File: src/hw/balfo_pkg.sv
// constants and carrier types for the byte alu register block
package balfo_pkg;
  localparam int ADDR_W = 8;
  localparam logic [1:0] RESP_OKAY = 2'b00;
  localparam logic [1:0] RESP_SLVERR = 2'b10;
  // register byte offsets
  localparam logic [ADDR_W-1:0] OFS_CMD = 8'h00;
  localparam logic [ADDR_W-1:0] OFS_WORK = 8'h04;
  localparam logic [ADDR_W-1:0] OFS_FLAGS = 8'h08;
  localparam logic [ADDR_W-1:0] OFS_FILE = 8'h0c;
  localparam logic [ADDR_W-1:0] OFS_PTR0 = 8'h10;
  localparam logic [ADDR_W-1:0] OFS_PTR1 = 8'h14;
  localparam logic [ADDR_W-1:0] OFS_LAST = 8'h18;
  // command word fields
  localparam int CMD_OP_LSB = 0;
  localparam int CMD_DEST_BIT = 3;
  localparam int CMD_PSEL_BIT = 4;
  localparam int CMD_LIT_LSB = 8;
  localparam int CMD_FADDR_LSB = 16;
  // flag bits
  localparam int FLG_C = 0;
  localparam int FLG_DIGIT_CARRY = 1;
  localparam int FLG_Z = 2;
  // last-result word fields
  localparam int LAST_FADDR_LSB = 8;
  localparam int LAST_DEST_BIT = 15;
  localparam int LAST_ILL_BIT = 16;
  // operation codes
  localparam logic [2:0] OP_ADD_LITERAL_TO_POINTER = 3'h0;
  localparam logic [2:0] OP_AND_LITERAL_WORKING = 3'h1;
  localparam logic [2:0] OP_ADD_LITERAL_WORKING = 3'h2;
  localparam logic [2:0] OP_AND_WORKING_FILE = 3'h3;
  localparam logic [2:0] OP_ADD_WORKING_FILE = 3'h4;
  localparam logic [2:0] OP_ARITH_SHIFT_RIGHT_FILE = 3'h5;
  // reset values
  localparam logic [7:0] WORK_RST = 8'h00;
  localparam logic [7:0] FILE_RST = 8'h00;
  localparam logic [15:0] PTR_RST = 16'h0000;
  localparam logic [2:0] FLAGS_RST = 3'h0;

  typedef struct packed {
    logic [2:0] op;
    logic dest;
    logic [7:0] literal;
    logic [7:0] work;
    logic [7:0] file;
    logic [15:0] ptr;
  } balfo_req_t;

  typedef struct packed {
    logic [7:0] value;
    logic [15:0] ptr;
    logic c;
    logic digit_carry;
    logic z;
    logic wr_c;
    logic wr_digit_carry;
    logic wr_z;
    logic wr_work;
    logic wr_file;
    logic wr_ptr;
    logic illegal;
  } balfo_res_t;
endpackage

File: src/hw/balfo_top.sv
// axi4-lite register front end around the byte alu
//
// Notes on behaviour
// - pointer op adds sign-extended 6-bit literal to chosen pointer; flags untouched.
// - pointer sum wraps modulo 65536, never saturates.
// - and-literal ands working register with 8-bit literal; only zero flag changes.
// - add-literal adds 8-bit literal into working register; updates carry, digit carry, zero.
// - and-file ands working register with file operand; only zero flag changes.
// - file ops: destination 0 writes working register, 1 writes file register.
// - add-file adds working and file operand to destination; updates carry, digit carry, zero.
// - shift moves file right one, old bit 0 to carry; updates carry, zero.
// - shift keeps bit 7 of result equal to original bit 7.
`timescale 1ns/1ns
`default_nettype none
module balfo_top
  import balfo_pkg::*;
(
  input wire logic aclk,
  input wire logic aresetn,
  input wire logic [ADDR_W-1:0] s_axi_awaddr,
  input wire logic [2:0] s_axi_awprot,
  input wire logic s_axi_awvalid,
  output logic s_axi_awready,
  input wire logic [31:0] s_axi_wdata,
  input wire logic [3:0] s_axi_wstrb,
  input wire logic s_axi_wvalid,
  output logic s_axi_wready,
  output logic [1:0] s_axi_bresp,
  output logic s_axi_bvalid,
  input wire logic s_axi_bready,
  input wire logic [ADDR_W-1:0] s_axi_araddr,
  input wire logic [2:0] s_axi_arprot,
  input wire logic s_axi_arvalid,
  output logic s_axi_arready,
  output logic [31:0] s_axi_rdata,
  output logic [1:0] s_axi_rresp,
  output logic s_axi_rvalid,
  input wire logic s_axi_rready
);
  // bus state
  logic aw_held_r, aw_held_nxt, w_held_r, w_held_nxt;
  logic [ADDR_W-1:0] waddr_r, waddr_nxt;
  logic [31:0] wdata_r, wdata_nxt;
  logic [3:0] wstrb_r, wstrb_nxt;
  logic awready_r, awready_nxt, wready_r, wready_nxt;
  logic bvalid_r, bvalid_nxt, arready_r, arready_nxt, rvalid_r, rvalid_nxt;
  logic [1:0] bresp_r, bresp_nxt, rresp_r, rresp_nxt;
  logic [31:0] rdata_r, rdata_nxt;
  // datapath state
  logic [7:0] work_r, work_nxt, file_r, file_nxt;
  logic [15:0] ptr0_r, ptr0_nxt, ptr1_r, ptr1_nxt;
  logic [2:0] flags_r, flags_nxt;
  logic [31:0] cmd_r, cmd_nxt, last_r, last_nxt;

  logic commit, wr_hit;
  logic [ADDR_W-1:0] wa, ra;
  logic [31:0] wmask, wmerged, rword;
  logic rd_hit;
  balfo_req_t req;
  balfo_res_t res;

  assign wa = {waddr_r[ADDR_W-1:2], 2'b00};
  assign ra = {s_axi_araddr[ADDR_W-1:2], 2'b00};
  assign commit = aw_held_r & w_held_r & ~bvalid_r;
  assign wmask = {{8{wstrb_r[3]}}, {8{wstrb_r[2]}}, {8{wstrb_r[1]}}, {8{wstrb_r[0]}}};

  // operands for the command that is being written
  always_comb begin
    wmerged = (cmd_r & ~wmask) | (wdata_r & wmask);
    req.op = wmerged[CMD_OP_LSB +: 3];
    req.dest = wmerged[CMD_DEST_BIT];
    req.literal = wmerged[CMD_LIT_LSB +: 8];
    req.work = work_r;
    req.file = file_r;
    req.ptr = wmerged[CMD_PSEL_BIT] ? ptr1_r : ptr0_r;
  end

  balfo_alu u_alu (
    .req(req),
    .res(res)
  );

  // write channel handshake
  always_comb begin
    aw_held_nxt = aw_held_r;
    w_held_nxt = w_held_r;
    waddr_nxt = waddr_r;
    wdata_nxt = wdata_r;
    wstrb_nxt = wstrb_r;
    bvalid_nxt = bvalid_r;
    bresp_nxt = bresp_r;
    if (s_axi_awvalid && awready_r) begin
      aw_held_nxt = 1'b1;
      waddr_nxt = s_axi_awaddr;
    end
    if (s_axi_wvalid && wready_r) begin
      w_held_nxt = 1'b1;
      wdata_nxt = s_axi_wdata;
      wstrb_nxt = s_axi_wstrb;
    end
    if (commit) begin
      aw_held_nxt = 1'b0;
      w_held_nxt = 1'b0;
      bvalid_nxt = 1'b1;
      bresp_nxt = wr_hit ? RESP_OKAY : RESP_SLVERR;
    end else if (bvalid_r && s_axi_bready) begin
      bvalid_nxt = 1'b0;
    end
    // one write in flight: no new address or data until the response is gone
    awready_nxt = ~aw_held_nxt & ~bvalid_nxt;
    wready_nxt = ~w_held_nxt & ~bvalid_nxt;
  end

  // read channel
  always_comb begin
    rd_hit = 1'b1;
    unique case (ra)
      OFS_CMD: rword = cmd_r;
      OFS_WORK: rword = {24'h000000, work_r};
      OFS_FLAGS: rword = {29'h00000000, flags_r};
      OFS_FILE: rword = {24'h000000, file_r};
      OFS_PTR0: rword = {16'h0000, ptr0_r};
      OFS_PTR1: rword = {16'h0000, ptr1_r};
      OFS_LAST: rword = last_r;
      default: begin
        rword = 32'h00000000;
        rd_hit = 1'b0;
      end
    endcase
    rvalid_nxt = rvalid_r;
    rdata_nxt = rdata_r;
    rresp_nxt = rresp_r;
    if (s_axi_arvalid && arready_r) begin
      rvalid_nxt = 1'b1;
      rdata_nxt = rword;
      rresp_nxt = rd_hit ? RESP_OKAY : RESP_SLVERR;
    end else if (rvalid_r && s_axi_rready) begin
      rvalid_nxt = 1'b0;
    end
    arready_nxt = ~rvalid_nxt;
  end

  // register file and command execution
  always_comb begin
    work_nxt = work_r;
    file_nxt = file_r;
    ptr0_nxt = ptr0_r;
    ptr1_nxt = ptr1_r;
    flags_nxt = flags_r;
    cmd_nxt = cmd_r;
    last_nxt = last_r;
    wr_hit = 1'b1;
    unique case (wa)
      OFS_CMD: begin
        if (commit) begin
          cmd_nxt = wmerged;
          if (res.wr_work) work_nxt = res.value;
          if (res.wr_file) file_nxt = res.value;
          if (res.wr_ptr && !wmerged[CMD_PSEL_BIT]) ptr0_nxt = res.ptr;
          if (res.wr_ptr && wmerged[CMD_PSEL_BIT]) ptr1_nxt = res.ptr;
          if (res.wr_c) flags_nxt[FLG_C] = res.c;
          if (res.wr_digit_carry) flags_nxt[FLG_DIGIT_CARRY] = res.digit_carry;
          if (res.wr_z) flags_nxt[FLG_Z] = res.z;
          last_nxt = 32'h00000000;
          last_nxt[7:0] = res.value;
          last_nxt[LAST_FADDR_LSB +: 7] = wmerged[CMD_FADDR_LSB +: 7];
          last_nxt[LAST_DEST_BIT] = res.wr_file;
          last_nxt[LAST_ILL_BIT] = res.illegal;
        end
      end
      OFS_WORK: if (commit) work_nxt = (work_r & ~wmask[7:0]) | (wdata_r[7:0] & wmask[7:0]);
      OFS_FLAGS: if (commit) flags_nxt = (flags_r & ~wmask[2:0]) | (wdata_r[2:0] & wmask[2:0]);
      OFS_FILE: if (commit) file_nxt = (file_r & ~wmask[7:0]) | (wdata_r[7:0] & wmask[7:0]);
      OFS_PTR0: if (commit) ptr0_nxt = (ptr0_r & ~wmask[15:0]) | (wdata_r[15:0] & wmask[15:0]);
      OFS_PTR1: if (commit) ptr1_nxt = (ptr1_r & ~wmask[15:0]) | (wdata_r[15:0] & wmask[15:0]);
      OFS_LAST: wr_hit = 1'b1;
      default: wr_hit = 1'b0;
    endcase
  end

  always_ff @(posedge aclk) begin
    if (!aresetn) begin
      aw_held_r <= 1'b0;
      w_held_r <= 1'b0;
      waddr_r <= '0;
      wdata_r <= 32'h00000000;
      wstrb_r <= 4'h0;
      awready_r <= 1'b0;
      wready_r <= 1'b0;
      bvalid_r <= 1'b0;
      bresp_r <= RESP_OKAY;
      arready_r <= 1'b0;
      rvalid_r <= 1'b0;
      rdata_r <= 32'h00000000;
      rresp_r <= RESP_OKAY;
      work_r <= WORK_RST;
      file_r <= FILE_RST;
      ptr0_r <= PTR_RST;
      ptr1_r <= PTR_RST;
      flags_r <= FLAGS_RST;
      cmd_r <= 32'h00000000;
      last_r <= 32'h00000000;
    end else begin
      aw_held_r <= aw_held_nxt;
      w_held_r <= w_held_nxt;
      waddr_r <= waddr_nxt;
      wdata_r <= wdata_nxt;
      wstrb_r <= wstrb_nxt;
      awready_r <= awready_nxt;
      wready_r <= wready_nxt;
      bvalid_r <= bvalid_nxt;
      bresp_r <= bresp_nxt;
      arready_r <= arready_nxt;
      rvalid_r <= rvalid_nxt;
      rdata_r <= rdata_nxt;
      rresp_r <= rresp_nxt;
      work_r <= work_nxt;
      file_r <= file_nxt;
      ptr0_r <= ptr0_nxt;
      ptr1_r <= ptr1_nxt;
      flags_r <= flags_nxt;
      cmd_r <= cmd_nxt;
      last_r <= last_nxt;
    end
  end

  assign s_axi_awready = awready_r;
  assign s_axi_wready = wready_r;
  assign s_axi_bvalid = bvalid_r;
  assign s_axi_bresp = bresp_r;
  assign s_axi_arready = arready_r;
  assign s_axi_rvalid = rvalid_r;
  assign s_axi_rdata = rdata_r;
  assign s_axi_rresp = rresp_r;
endmodule
`default_nettype wire

File: src/hw/balfo_alu.sv
// combinational byte alu: literal, file and pointer operations
`timescale 1ns/1ns
`default_nettype none
module balfo_alu
  import balfo_pkg::*;
(
  input wire balfo_req_t req,
  output balfo_res_t res
);
  logic [8:0] sum9;
  logic [4:0] sum5;
  logic [7:0] operand;
  logic [15:0] lit_ext;

  always_comb begin
    operand = (req.op == OP_ADD_LITERAL_WORKING || req.op == OP_AND_LITERAL_WORKING) ? req.literal : req.file;
    sum9 = {1'b0, req.work} + {1'b0, operand};
    sum5 = {1'b0, req.work[3:0]} + {1'b0, operand[3:0]};
    lit_ext = {{10{req.literal[5]}}, req.literal[5:0]};
    res = '0;
    unique case (req.op)
      OP_ADD_LITERAL_TO_POINTER: begin
        // 16-bit add drops carry, so the pointer wraps modulo 65536
        res.ptr = req.ptr + lit_ext;
        res.wr_ptr = 1'b1;
      end
      OP_AND_LITERAL_WORKING: begin
        res.value = req.work & req.literal;
        res.wr_work = 1'b1;
        res.wr_z = 1'b1;
      end
      OP_ADD_LITERAL_WORKING: begin
        res.value = sum9[7:0];
        res.wr_work = 1'b1;
        res.wr_c = 1'b1;
        res.wr_digit_carry = 1'b1;
        res.wr_z = 1'b1;
      end
      OP_AND_WORKING_FILE: begin
        res.value = req.work & req.file;
        res.wr_z = 1'b1;
      end
      OP_ADD_WORKING_FILE: begin
        res.value = sum9[7:0];
        res.wr_c = 1'b1;
        res.wr_digit_carry = 1'b1;
        res.wr_z = 1'b1;
      end
      OP_ARITH_SHIFT_RIGHT_FILE: begin
        res.value = {req.file[7], req.file[7:1]};
        res.wr_c = 1'b1;
        res.wr_z = 1'b1;
      end
      default: res.illegal = 1'b1;
    endcase
    // file ops route by destination bit
    if (req.op == OP_AND_WORKING_FILE || req.op == OP_ADD_WORKING_FILE || req.op == OP_ARITH_SHIFT_RIGHT_FILE) begin
      res.wr_work = ~req.dest;
      res.wr_file = req.dest;
    end
    res.c = (req.op == OP_ARITH_SHIFT_RIGHT_FILE) ? req.file[0] : sum9[8];
    res.digit_carry = sum5[4];
    res.z = (res.value == 8'h00);
  end
endmodule
`default_nettype wire

File: config.mk
export PLATFORM = sky130hd
export DESIGN_NAME = balfo_top
export DESIGN_NICKNAME = d
export VERILOG_FILES = /design/src/hw/balfo_pkg.sv /design/src/hw/balfo_top.sv /design/src/hw/balfo_alu.sv
export SDC_FILE = /design/constraint.sdc
export NUM_CORES = 1
export LEC_CHECK = 0
export ABC_CLOCK_PERIOD_IN_PS = 3800
export BUFFER_PORTS_ARGS = -buffer_cell sky130_fd_sc_hd__buf_2
export CORE_UTILIZATION = 53
export CTS_BUF_LIST = sky130_fd_sc_hd__clkbuf_16
export CTS_CLUSTER_DIAMETER = 60
export DETAILED_ROUTE_END_ITERATION = 7
export PLACE_DENSITY = 0.76
export SKIP_CTS_REPAIR_TIMING = 1
export SLEW_MARGIN = 10
export SYNTH_ARGS = -nofsm -noshare
export SYNTH_HDL_FRONTEND = slang
export SYNTH_SLANG_ARGS = --single-unit
File: constraint.sdc
create_clock -name aclk -period 3.8 [get_ports aclk]
set_clock_uncertainty 0.05 [all_clocks]
set_input_delay 0.38 -clock aclk [delete_from_list [all_inputs] [get_ports aclk]]
set_output_delay 0.38 -clock aclk [all_outputs]
set_load 0.03 [all_outputs]
Word-level counts from Yosys, hierarchy flattened:

Index checks and enable logic that the tools add are counted.

* bitwise logic cells: 32
* reductions and logical operators: 35
* add/sub/neg operators: 3
* eq/ne operators: 30
* mux-type cells: 47

Operator list (count)
* one-hot mux 32 bit (7 select lines): 1
* two-way mux 16 bit: 8
* bitwise AND 32 bit: 2
* one-hot mux 16 bit (2 select lines): 2
* two-way mux 8 bit: 7
* bitwise AND 16 bit: 3
* bitwise AND 8 bit: 5
* == test 6 x 3 -> 1 bit, second input constant: 6
* inverter 32 bit: 1
* bitwise OR 16 bit: 2
* bitwise OR 32 bit: 1
* one-hot mux 8 bit (2 select lines): 2
* one-hot mux 8 bit (4 select lines): 1
* AND reduction 4 bit: 7
* != test 2 bit, second input constant: 13
* == test 6 x 2 -> 1 bit, second input constant: 4
* zero test 8 bit: 3
* two-way mux 1 bit: 20
* adder 16 bit: 1
* inverter 16 bit: 1
* bitwise OR 8 bit: 2
* OR reduction 7 bit: 2
* == test 6 x 1 -> 1 bit, second input constant: 2
* nonzero test 2 bit: 5
* other kinds (23): 46

* bits in registers: 187

Logic depth before layout (Yosys ltp):

Gate-level depths: netlist of the first run.

* word-level depth: 12
* mapped depth: 16
* mapped depth without buffers: 14

Modules after synthesis:

From an unflattened synthesis of the first run, not the netlist that was laid out.

* cell total of the unflattened synthesis: 1229
* area total of the unflattened synthesis: 9496.6 um2

By module, submodules not included
* balfo_top: instances 1, cells an instance 1016, area an instance 7941.4 um2
* balfo_alu: instances 1, cells an instance 213, area an instance 1555.2 um2

Worst setup path after synthesis of the first run:

Ideal clock, no wire load.

* path type: reg-to-reg
* from: reg wstrb_r[0]
* to: reg with a tool-made name
* stages on the path, launching flop included: 17
* data arrival time: 3.699 ns
* path slack: -0.076 ns
* required time: 3.622 ns
* cells stage by stage: dfxtp_1 mux2i_2 buf_6 buf_6 nor2_1 o21ai_1 clkbuf_1 o21ai_0 ha_1 fa_1 a211oi_1 o21ai_0 xor2_1 a221oi_1 o21ai_0 mux2i_1 nor2_1

RTL lines
* start: declaration: RTL line balfo_top.sv:44 `logic [3:0] wstrb_r, wstrb_nxt;`
* start signal: assignment: RTL line balfo_top.sv:208 `wstrb_r <= wstrb_nxt;`

==> results of run 1 <==
==> routing by layer <==
layer	vias up	global-route usage
li1	4450	-
met1	4288	0.448
met2	464	0.469
met3	76	0.0550
met4	0	0.153
met5	-	0
==> cells in the mapped netlist, drive strengths merged, types with 3 or more instances <==
| cell type | instances | area share |
|---|---|---|
| nand2 | 217 | 0.087 |
| dfxtp | 176 | 0.37 |
| a21oi | 157 | 0.085 |
| nor2 | 103 | 0.044 |
| nand3 | 66 | 0.036 |
| clkbuf | 59 | 0.024 |
| o21ai | 51 | 0.028 |
| a22oi | 39 | 0.031 |
| a211oi | 29 | 0.023 |
| ha | 26 | 0.035 |
| mux2i | 26 | 0.030 |
| nor3 | 26 | 0.017 |
| buf | 25 | 0.017 |
| a31oi | 16 | 0.011 |
| inv | 13 | 0.0052 |
| nand2b | 13 | 0.0086 |
| and3 | 12 | 0.0085 |
| xnor2 | 11 | 0.010 |
| a21o | 10 | 0.0080 |
| o221ai | 10 | 0.0093 |
| o22ai | 8 | 0.0053 |
| and2 | 7 | 0.0047 |
| o211ai | 7 | 0.0061 |
| nand3b | 6 | 0.0048 |
| nor3b | 6 | 0.0053 |
| nor4 | 6 | 0.0072 |
| o2111a | 6 | 0.0072 |
| o21a | 6 | 0.0056 |
| a221oi | 5 | 0.0066 |
| or3 | 5 | 0.0033 |
| xor2 | 5 | 0.0047 |
| mux2 | 4 | 0.0048 |
| a221o | 3 | 0.0032 |
| and4 | 3 | 0.0028 |
| o21bai | 3 | 0.0024 |
==> area by class of cell <==
cell class / count / area, um^2 / area share
Inverter: 14 / 55.1 / 0.00515
Multi-Input combinational cell: 927 / 5490 / 0.513
Timing Repair Buffer: 134 / 786 / 0.0735
Clock buffer: 17 / 425 / 0.0398
Clock inverter: 15 / 135 / 0.0126
Sequential cell: 176 / 3520 / 0.330
Tap cell: 225 / 282 / 0.0263
==> path summary, 6_finish.rpt <==
kind | startpoint | endpoint | depth (start not counted)
worst max-delay path | wstrb_r[0]$_SDFFE_PN0P_ | flip-flop | 13
worst min-delay path | s_axi_wdata[25] | wdata_r[25]$_SDFFE_PN0P_ | 3
worst max register to register | wstrb_r[0]$_SDFFE_PN0P_ | flip-flop | 13
worst min register to register | s_axi_rdata[25]$_SDFFE_PN0P_ | s_axi_rdata[25]$_SDFFE_PN0P_ | 2
==> cell families after synthesis <==
group	count (synthesis)	share of synthesized area
AND/OR/NAND/NOR	481	0.238
AO/OA/AOI/OAI	370	0.253
flip-flops	176	0.374
buffers and inverters	98	0.0464
multiplexers	30	0.0346
adder cells (fa/ha/maj)	28	0.0388
XOR/XNOR	16	0.0149
other	1	0.000399
==> critical path: cells and delay by family (launching register included) <==
family          cells  cell delay (ns)
compound gates      6             1.34
fa+ha+maj           2             0.68
simple gates        3             0.54
flops               1             0.40
mux                 1             0.40
xor+xnor            1             0.11
==> per-stage QoR <==
step	hold WS, ns	setup slack [ns]	cell area (um^2)	power (mW)
floorplan	0.387	0.00598	9420	2.17
global placement	0.388	0.153	10100	2.28
CTS	0.124	0.0370	10700	3.94
detailed placement	0.392	0.0717	10100	2.28
finish	0.127	0.213	10700	3.94
global route	0.131	0.00284	10700	4.06
==> power by group through the flow <==
stage | Clock [mW] | Sequential, mW | Combinational [mW]
3_3_place_gp | 0 | 1.96 | 0.317
3_5_place_dp | 0 | 1.96 | 0.319
4_1_cts | 1.70 | 1.92 | 0.321
5_1_grt | 1.78 | 1.93 | 0.354
6_report | 1.69 | 1.92 | 0.327
2_1_floorplan | 0 | 1.95 | 0.214
==> impl_metrics.py, run 1 <==
metrics = {
    "worst_setup_path": {
        "timing.critical_path.required_ns": 4.12,
        "arrival_ns": 3.91,
        "path_cells": "mux2_2 > nor2_1 > o21ai_2 > nand2_1 > o21ai_0 > ha_1 > fa_1 > a211oi_1 > o21bai_1 > xnor2_1 > a221o_1 > nor4_2 > a41o_1",
        "start_kind": "flip-flop",
        "crit_fanout": 5,
        "max_stage_delay_ns": 0.45,
        "r2r_slack_ns": 0.21,
        "cpMaxStageDelayCell": "fa_1",
        "critical_path_class": "reg -> reg",
        "worst_setup_path_end_kind": "flip-flop",
    },
    "power_and_ir_drop": {
        "p_seq_frac": 0.488,
        "switching_share": 0.264,
        "p_leak_nw": 4.13,
        "clock_power_share": 0.429,
        "p_int_mw": 2.90,
        "vdd_drop_max_v": 0.000302,
        "power_density_nw_per_um2": 369,
        "p_comb_frac": 0.083,
        "switchingPower_mw": 1.04,
    },
    "die": {
        "core-area_um2": 17300,
        "design.die.area_um2": 18300,
        "initial_core_util": 0.544,
        "rows": 48,
        "die_w_um": 135,
        "ios": 106,
        "die_height_um": 135,
    },
    "detailed_routing": {
        "m1WireLength_um": 12400,
        "num_vias": 9278,
        "via_per_inst": 6.15,
        "route.detailed.drc": 0,
        "wl_met2_um": 12300,
        "avgRoutedWirePerCell_um": 18.9,
        "drt_iter0_drc": 965,
        "wl_met3_um": 2710,
        "drt-total-wl_um": 28500,
        "ant_nets": 0,
        "drt_pass1_iterations": 5,
        "topRoutingLayerUsed": "met4",
    },
    "timing": {
        "finalHoldViolations": 0,
        "tightest_slew_ns": 0.901,
        "rsz0062_at_grt": "no",
        "finalCritPeriodShare": 0.944,
        "period_needed_ns": 3.59,
        "max_freq_mhz": 279,
        "fin_setup_tns_ns": 0,
        "relSlewSlack": 0.397,
        "setup_violations": 0,
        "final_max_slew_viol_count": 0,
    },
    "clock_network": {
        "cts_tree": "yes",
        "clockBufferDepth": 2,
        "cts.sinks": 176,
        "clk_pin_slew_ns": 0.07,
        "cts-root-buf": "clkbuf_16",
        "clk-insertion-delay-late_ns": 0.43,
        "cts_made_buffers": 17,
        "h-tree-depth": 4,
    },
    "place": {
        "dp_hpwl_um": 20400,
        "place_inst": 1476,
        "place.gp.congestion": 0.975,
        "port_buffers": 93,
    },
    "cells_and_area": {
        "drive_gt1_frac": 0.160,
        "stdcell_count": 1508,
        "final_common_cell": "nand2_1",
        "fin_nets": 1363,
        "nFillCells": 1577,
        "final_util": 0.618,
        "layout_common_cells": "nand2_1 (217), dfxtp_1 (175), a21oi_1 (155)",
        "n_antenna_cell": 0,
        "synthToLayoutAreaGrowth_pct": 13.6,
    },
    "global_routing": {
        "antenna_found_initial": 0,
        "grt_usage": 0.318,
        "grt_max_degree": 66,
        "grt_pass1_vias": 8390,
        "grt_pass1_wl_um": 45100,
        "overflow": 0,
    },
    "job": {
        "maxCapViolCount": 0,
    },
    "logic_synthesis": {
        "syn_area_per_cell_um2": 7.84,
        "synth_edf_count": 0,
        "async_flop_share": 0,
        "synthesis.area_um2": 9410,
        "synth_cells": 1200,
        "seq_area_frac_synth": 0.374,
        "synth.distinct_cells": 85,
        "synth_flop_cell": "dfxtp_1",
        "synth.ff_latch_count": 176,
        "ys_warn_count": 0,
    },
    "min_path": {
        "hold_path.class": "in -> reg",
    },
    "run_status": {
        "status": "completed",
    },
}
Power figures use the tool's default switching activity.
==> run 2, diff against run 1 <==
--- a/config.mk
+++ b/config.mk
@@ -12,6 +12,7 @@
 export CTS_CLUSTER_DIAMETER = 60
 export DETAILED_ROUTE_END_ITERATION = 7
 export PLACE_DENSITY = 0.76
+export RECOVER_POWER = 100
 export SKIP_CTS_REPAIR_TIMING = 1
 export SLEW_MARGIN = 10
 export SYNTH_ARGS = -nofsm -noshare
==> run 2 against run 1 <==
The run now ends with capacitance limit, slew limit left. Global-route usage unchanged. Clock-buffer cell count unchanged. Hold slack gained 0.0015 ns. Via count increased by 0.65%. Fmax decreased by 3.7%. Utilization fell by 0.73 points. Final area down 1.2%. Worst setup slack lost 0.14 ns. Cell count is the same. Sequential cell count did not move. Total power barely moved. Die area unchanged. Largest cell class unchanged.
==> impl_metrics.py, run 2 (same netlist as run 1, synthesis figures left out) <==
metrics = {
    "run_status": {
        "status": "complete, but fails checks",
        "violations": "capacitance limit, slew limit",
    },
    "timing": {
        "period_needed_ns": 3.73,
        "fin_setup_tns_ns": 0,
        "setup_violations": 0,
        "finalCritPeriodShare": 0.980,
        "rsz0062_at_grt": "no",
        "max_freq_mhz": 268,
        "final_max_slew_viol_count": 73,
        "relSlewSlack": -0.263,
        "finalHoldViolations": 0,
        "tightest_slew_ns": 1.89,
    },
    "die": {
        "rows": 48,
        "ios": 106,
        "die_w_um": 135,
        "die_height_um": 135,
        "core-area_um2": 17300,
        "initial_core_util": 0.544,
        "design.die.area_um2": 18300,
    },
    "worst_setup_path": {
        "cp-startpoint": "waddr_r[7]$_SDFFE_PN0P_",
        "cp.depth": 7,
        "start_kind": "flip-flop",
        "timing.critical_path.required_ns": 4.09,
        "cp_top_family": "simple AND/OR/NAND/NOR gates",
        "r2r_slack_ns": 0.07,
        "ff2ff_path_depth": 7,
        "max_stage_delay_ns": 1.04,
        "cpMaxStageDelayCell": "nor4_1",
        "critPathBufInv": 0,
        "path_cells": "nor4_1 > nand3_2 > nor3_2 > nor2_4 > nor2_8 > o21ai_0 > a211oi_1",
        "crit_fanout": 12,
        "arrival_ns": 4.01,
        "worst_setup_path_end_kind": "flip-flop",
        "reg2reg_from": "waddr_r[7]$_SDFFE_PN0P_",
        "critical_path_class": "reg -> reg",
    },
    "cells_and_area": {
        "layout_common_cells": "nand2_1 (217), dfxtp_1 (175), a21oi_1 (156)",
        "fin_area_um2": 10600,
        "synthToLayoutAreaGrowth_pct": 12.3,
        "drive_gt1_frac": 0.121,
        "fin_nets": 1363,
        "n_antenna_cell": 0,
        "final_common_cell": "nand2_1",
    },
    "global_routing": {
        "antenna_found_initial": 0,
        "grt_max_degree": 66,
        "grt_usage": 0.318,
        "grt_pass1_vias": 8390,
        "overflow": 0,
        "grt_pass1_wl_um": 45100,
    },
    "place": {
        "dp_hpwl_um": 20400,
        "port_buffers": 93,
        "place.gp.congestion": 0.975,
        "dpl_cell_area_um2": 10100,
    },
    "clock_network": {
        "cts_made_buffers": 17,
        "cts_tree": "yes",
        "clk_pin_slew_ns": 0.07,
        "clockBufferDepth": 2,
        "h-tree-depth": 4,
        "clk-insertion-delay-late_ns": 0.43,
        "cts-root-buf": "clkbuf_16",
        "cts.sinks": 176,
    },
    "detailed_routing": {
        "drt_pass1_iterations": 5,
        "route.detailed.drc": 0,
        "drt-total-wl_um": 28600,
        "drt_iter0_drc": 984,
        "avgRoutedWirePerCell_um": 18.9,
        "num_vias": 9338,
        "ant_nets": 0,
        "via_per_inst": 6.19,
    },
    "min_path": {
        "hold_depth": 3,
        "hold_path.class": "in -> reg",
    },
    "job": {
        "maxCapViolCount": 2,
    },
    "power_and_ir_drop": {
        "p_leak_nw": 3.93,
        "p_total_mw": 3.94,
        "power_density_nw_per_um2": 373,
        "vdd_drop_max_v": 0.000297,
    },
}
## run 2: cell count changes in the layout (fill, tap and decap cells not counted), moves of 2 or more
| cell | before | now |
|---|---|---|
| clkbuf_2 | 0 | 2 |
| and2_1 | 7 | 4 |
| buf_2 | 93 | 53 |
| nor4_4 | 2 | 0 |
| clkbuf_1 | 0 | 44 |
| and2_0 | 0 | 3 |
| buf_4 | 40 | 34 |
## run 2: worst min path at each step
stage | from | end | slack (ns)
floorplan | flip-flop | flip-flop | 0.39
global route | s_axi_wdata[31] | wdata_r[31]$_SDFFE_PN0P_ | 0.13
finish | s_axi_wdata[25] | wdata_r[25]$_SDFFE_PN0P_ | 0.13
global placement | s_axi_rdata[30]$_SDFFE_PN0P_ | s_axi_rdata[30]$_SDFFE_PN0P_ | 0.39
detailed placement | s_axi_rdata[28]$_SDFFE_PN0P_ | s_axi_rdata[28]$_SDFFE_PN0P_ | 0.39
CTS | s_axi_wdata[26] | wdata_r[26]$_SDFFE_PN0P_ | 0.12
## run 2: tightest hold or removal path: stages
cell and delay [ns]:
buf_2 0.10, nand2_1 0.04, a21oi_1 0.05
## run 2: layout make-up
class	count	area [um^2]
flip-flops and latches	176	3520
inverters	14	52.6
fillers	1615	6730
repair buffers	134	716
clock inverters	15	135
multi-input cells	927	5430
well taps	225	282
clock buffers	17	425
## run 2: through the flow
stage	std cells	hold slack (ns)	setup slack (ns)	utilization
3_3_place_gp	1476	0.388	0.153	0.585
6_report	1508	0.129	0.0745	0.611
4_1_cts	1508	0.124	0.0370	0.617
3_5_place_dp	1476	0.392	0.0717	0.585
5_1_grt	1508	0.131	0.00245	0.611
2_1_floorplan	1201	0.387	0.00598	-
## run 2: power breakdown
part | switching [mW] | total (mW) | internal, mW
Combinational | 0.217 | 0.320 | 0.103
Sequential | 0.0427 | 1.92 | 1.88
Clock | 0.785 | 1.70 | 0.913
Total | 1.04 | 3.94 | 2.90
## run 2: routing by layer
metal | vias to the layer above | part of all wire | global-route usage
met4 | 0 | 0.040 | 0.153
met3 | 76 | 0.096 | 0.0550
met1 | 4328 | 0.43 | 0.448
li1 | 4454 | - | -
met2 | 480 | 0.43 | 0.469
met5 | - | 0 | 0
==> run 3, diff against run 2 <==
--- a/config.mk
+++ b/config.mk
@@ -17,4 +17,5 @@
 export SLEW_MARGIN = 10
 export SYNTH_ARGS = -nofsm -noshare
 export SYNTH_HDL_FRONTEND = slang
+export SYNTH_HIERARCHICAL = 1
 export SYNTH_SLANG_ARGS = --single-unit
==> run 3 against run 2 <==
The flow still finishes with violations (capacitance limit, slew limit). Critical path depth rose by 9. Routed wire length rose by 1.6%. First-iteration DRC count rose by 25%. Fmax rose by 3.4%. Worst setup slack improved by 0.12 ns. Utilization fell by 0.20 points. Sequential share of layout area fell by 0.12 points. Via count rose by 3.9%. Synthesized cell count rose by 2.4%. Clock power rose by 4%. Sequential power barely moved.
==> impl_metrics.py, run 3 <==
metrics = {
    "cells_and_area": {
        "layout_common_cells": "nand2_1 (290), dfxtp_1 (175), a21oi_1 (142)",
        "final_common_cell": "nand2_1",
        "fin_nets": 1382,
        "synthToLayoutAreaGrowth_pct": 11.7,
        "n_antenna_cell": 0,
        "drive_gt1_frac": 0.121,
        "fin_area_um2": 10600,
        "stdcell_count": 1528,
        "final_util": 0.609,
    },
    "timing": {
        "max_freq_mhz": 277,
        "tightest_slew_ns": 2.59,
        "period_needed_ns": 3.60,
        "timing.final.ws_setup_ns": 0.195,
        "relSlewSlack": -0.726,
        "fin_setup_tns_ns": 0,
        "fin_hold_ws_ns": 0.124,
        "final_max_slew_viol_count": 128,
        "setup_violations": 0,
        "finalHoldViolations": 0,
        "finalCritPeriodShare": 0.949,
    },
    "power_and_ir_drop": {
        "power_density_nw_per_um2": 377,
        "p_leak_nw": 3.80,
        "vdd_drop_max_v": 0.000360,
        "p_total_mw": 4.00,
    },
    "detailed_routing": {
        "num_vias": 9705,
        "route.detailed.drc": 0,
        "drt_pass1_iterations": 6,
        "drt_iter0_drc": 1228,
        "via_per_inst": 6.35,
        "avgRoutedWirePerCell_um": 19.0,
        "drt-total-wl_um": 29000,
        "ant_nets": 0,
    },
    "clock_network": {
        "h-tree-depth": 4,
        "cts-root-buf": "clkbuf_16",
        "clockBufferDepth": 2,
        "clk-insertion-delay-late_ns": 0.43,
        "cts.sinks": 176,
        "clk_pin_slew_ns": 0.07,
        "cts_made_buffers": 17,
        "cts_tree": "yes",
    },
    "run_status": {
        "violations": "capacitance limit, slew limit",
        "status": "complete, but fails checks",
    },
    "logic_synthesis": {
        "async_flop_share": 0,
        "synth.distinct_cells": 78,
        "synth.ff_latch_count": 176,
        "synth_top_area_share": 0.371,
        "seq_area_frac_synth": 0.371,
        "synth.most_common_cell": "nand2_1",
        "netlist_top_cells_count": "nand2_1 (290), dfxtp_1 (176), a21oi_1 (143)",
        "synth_largest_area_cell": "dfxtp_1",
        "synthesis.area_um2": 9500,
        "netlist_top_cells_area": "dfxtp_1 (37%), nand2_1 (11%), a21oi_1 (7.5%)",
        "synth_cells": 1229,
        "syn_area_per_cell_um2": 7.73,
        "synth_edf_count": 0,
        "ys_warn_count": 6,
        "synth_flop_cell": "dfxtp_1",
    },
    "min_path": {
        "hold_path.class": "in -> reg",
    },
    "job": {
        "maxCapViolCount": 3,
    },
    "die": {
        "ios": 106,
        "die_height_um": 136,
        "core-area_um2": 17400,
        "rows": 48,
        "initial_core_util": 0.545,
        "die_w_um": 136,
        "design.die.area_um2": 18500,
    },
    "worst_setup_path": {
        "worst_setup_path_end_kind": "flip-flop",
        "timing.critical_path.required_ns": 4.10,
        "start_kind": "flip-flop",
        "crit_fanout": 7,
        "arrival_ns": 3.91,
        "critical_path_class": "reg -> reg",
        "r2r_slack_ns": 0.20,
    },
    "global_routing": {
        "grt_pass1_vias": 8736,
        "grt_max_degree": 64,
        "grt_pass1_wl_um": 46000,
        "grt_usage": 0.321,
        "overflow": 0,
        "antenna_found_initial": 0,
    },
    "place": {
        "place.gp.congestion": 0.909,
        "place_inst": 1496,
        "dpl_cell_area_um2": 10100,
        "dp_hpwl_um": 20400,
        "port_buffers": 93,
        "post-place-ws_ns": 0.165,
    },
}
## run 3: critical path, cell delays in order, from the launching register on
cell      delay, ns
dfxtp_1        0.36
inv_1          0.07
o21ai_1        0.22
xnor2_1        0.11
nor2_2         0.23
clkbuf_2       0.25
mux2_2         0.36
ha_1           0.33
a21o_1         0.21
a21oi_2        0.23
xor2_1         0.18
o21ai_1        0.09
nor3_1         0.17
and4bb_1       0.27
o21ai_0        0.10
o2111a_1       0.15
nor3_1         0.16
## run 3: kinds of logic after synthesis
group                      Yosys count  synth area share
AOI/OAI and AO/OA                  343             0.230
xor gates and xnor gates            19            0.0175
adders and majority gates           27            0.0372
buffers and inverters              111            0.0567
DFF                                176             0.371
muxes                               32            0.0374
other                                1          0.000395
and+or+nand+nor                    520             0.250
## run 3: layout make-up
class | count | area [um^2]
multi-input cells | 943 | 5460
clock inverters | 15 | 170
well taps | 225 | 282
fillers | 1591 | 6810
inverters | 21 | 80.1
clock buffers | 17 | 425
flip-flops and latches | 176 | 3520
repair buffers | 131 | 668
## run 3: report_power, final
group,switching (mW),internal [mW],total (mW),leakage [nW]
Combinational,0.229,0.0941,0.324,2.09
Sequential,0.0424,1.88,1.92,1.42
Clock,0.824,0.935,1.76,0.288
Total,1.10,2.91,4.00,3.80
## run 3: worst paths after layout
check,start,endpoint,depth (start not counted)
setup / recovery,cmd_r[1]$_SDFFE_PN0P_,flip-flop,16
hold / removal,s_axi_wdata[25],wdata_r[25]$_SDFFE_PN0P_,3
setup reg to reg,cmd_r[1]$_SDFFE_PN0P_,flip-flop,16
hold reg to reg,s_axi_rdata[21]$_SDFFE_PN0P_,s_axi_rdata[21]$_SDFFE_PN0P_,2
## run 3: layer usage
metal	global-route usage	part of all wire	vias to the layer above
met2	0.479	0.43	569
li1	-	-	4504
met4	0.113	0.029	0
met1	0.452	0.44	4569
met3	0.0712	0.10	63
met5	0	0	-
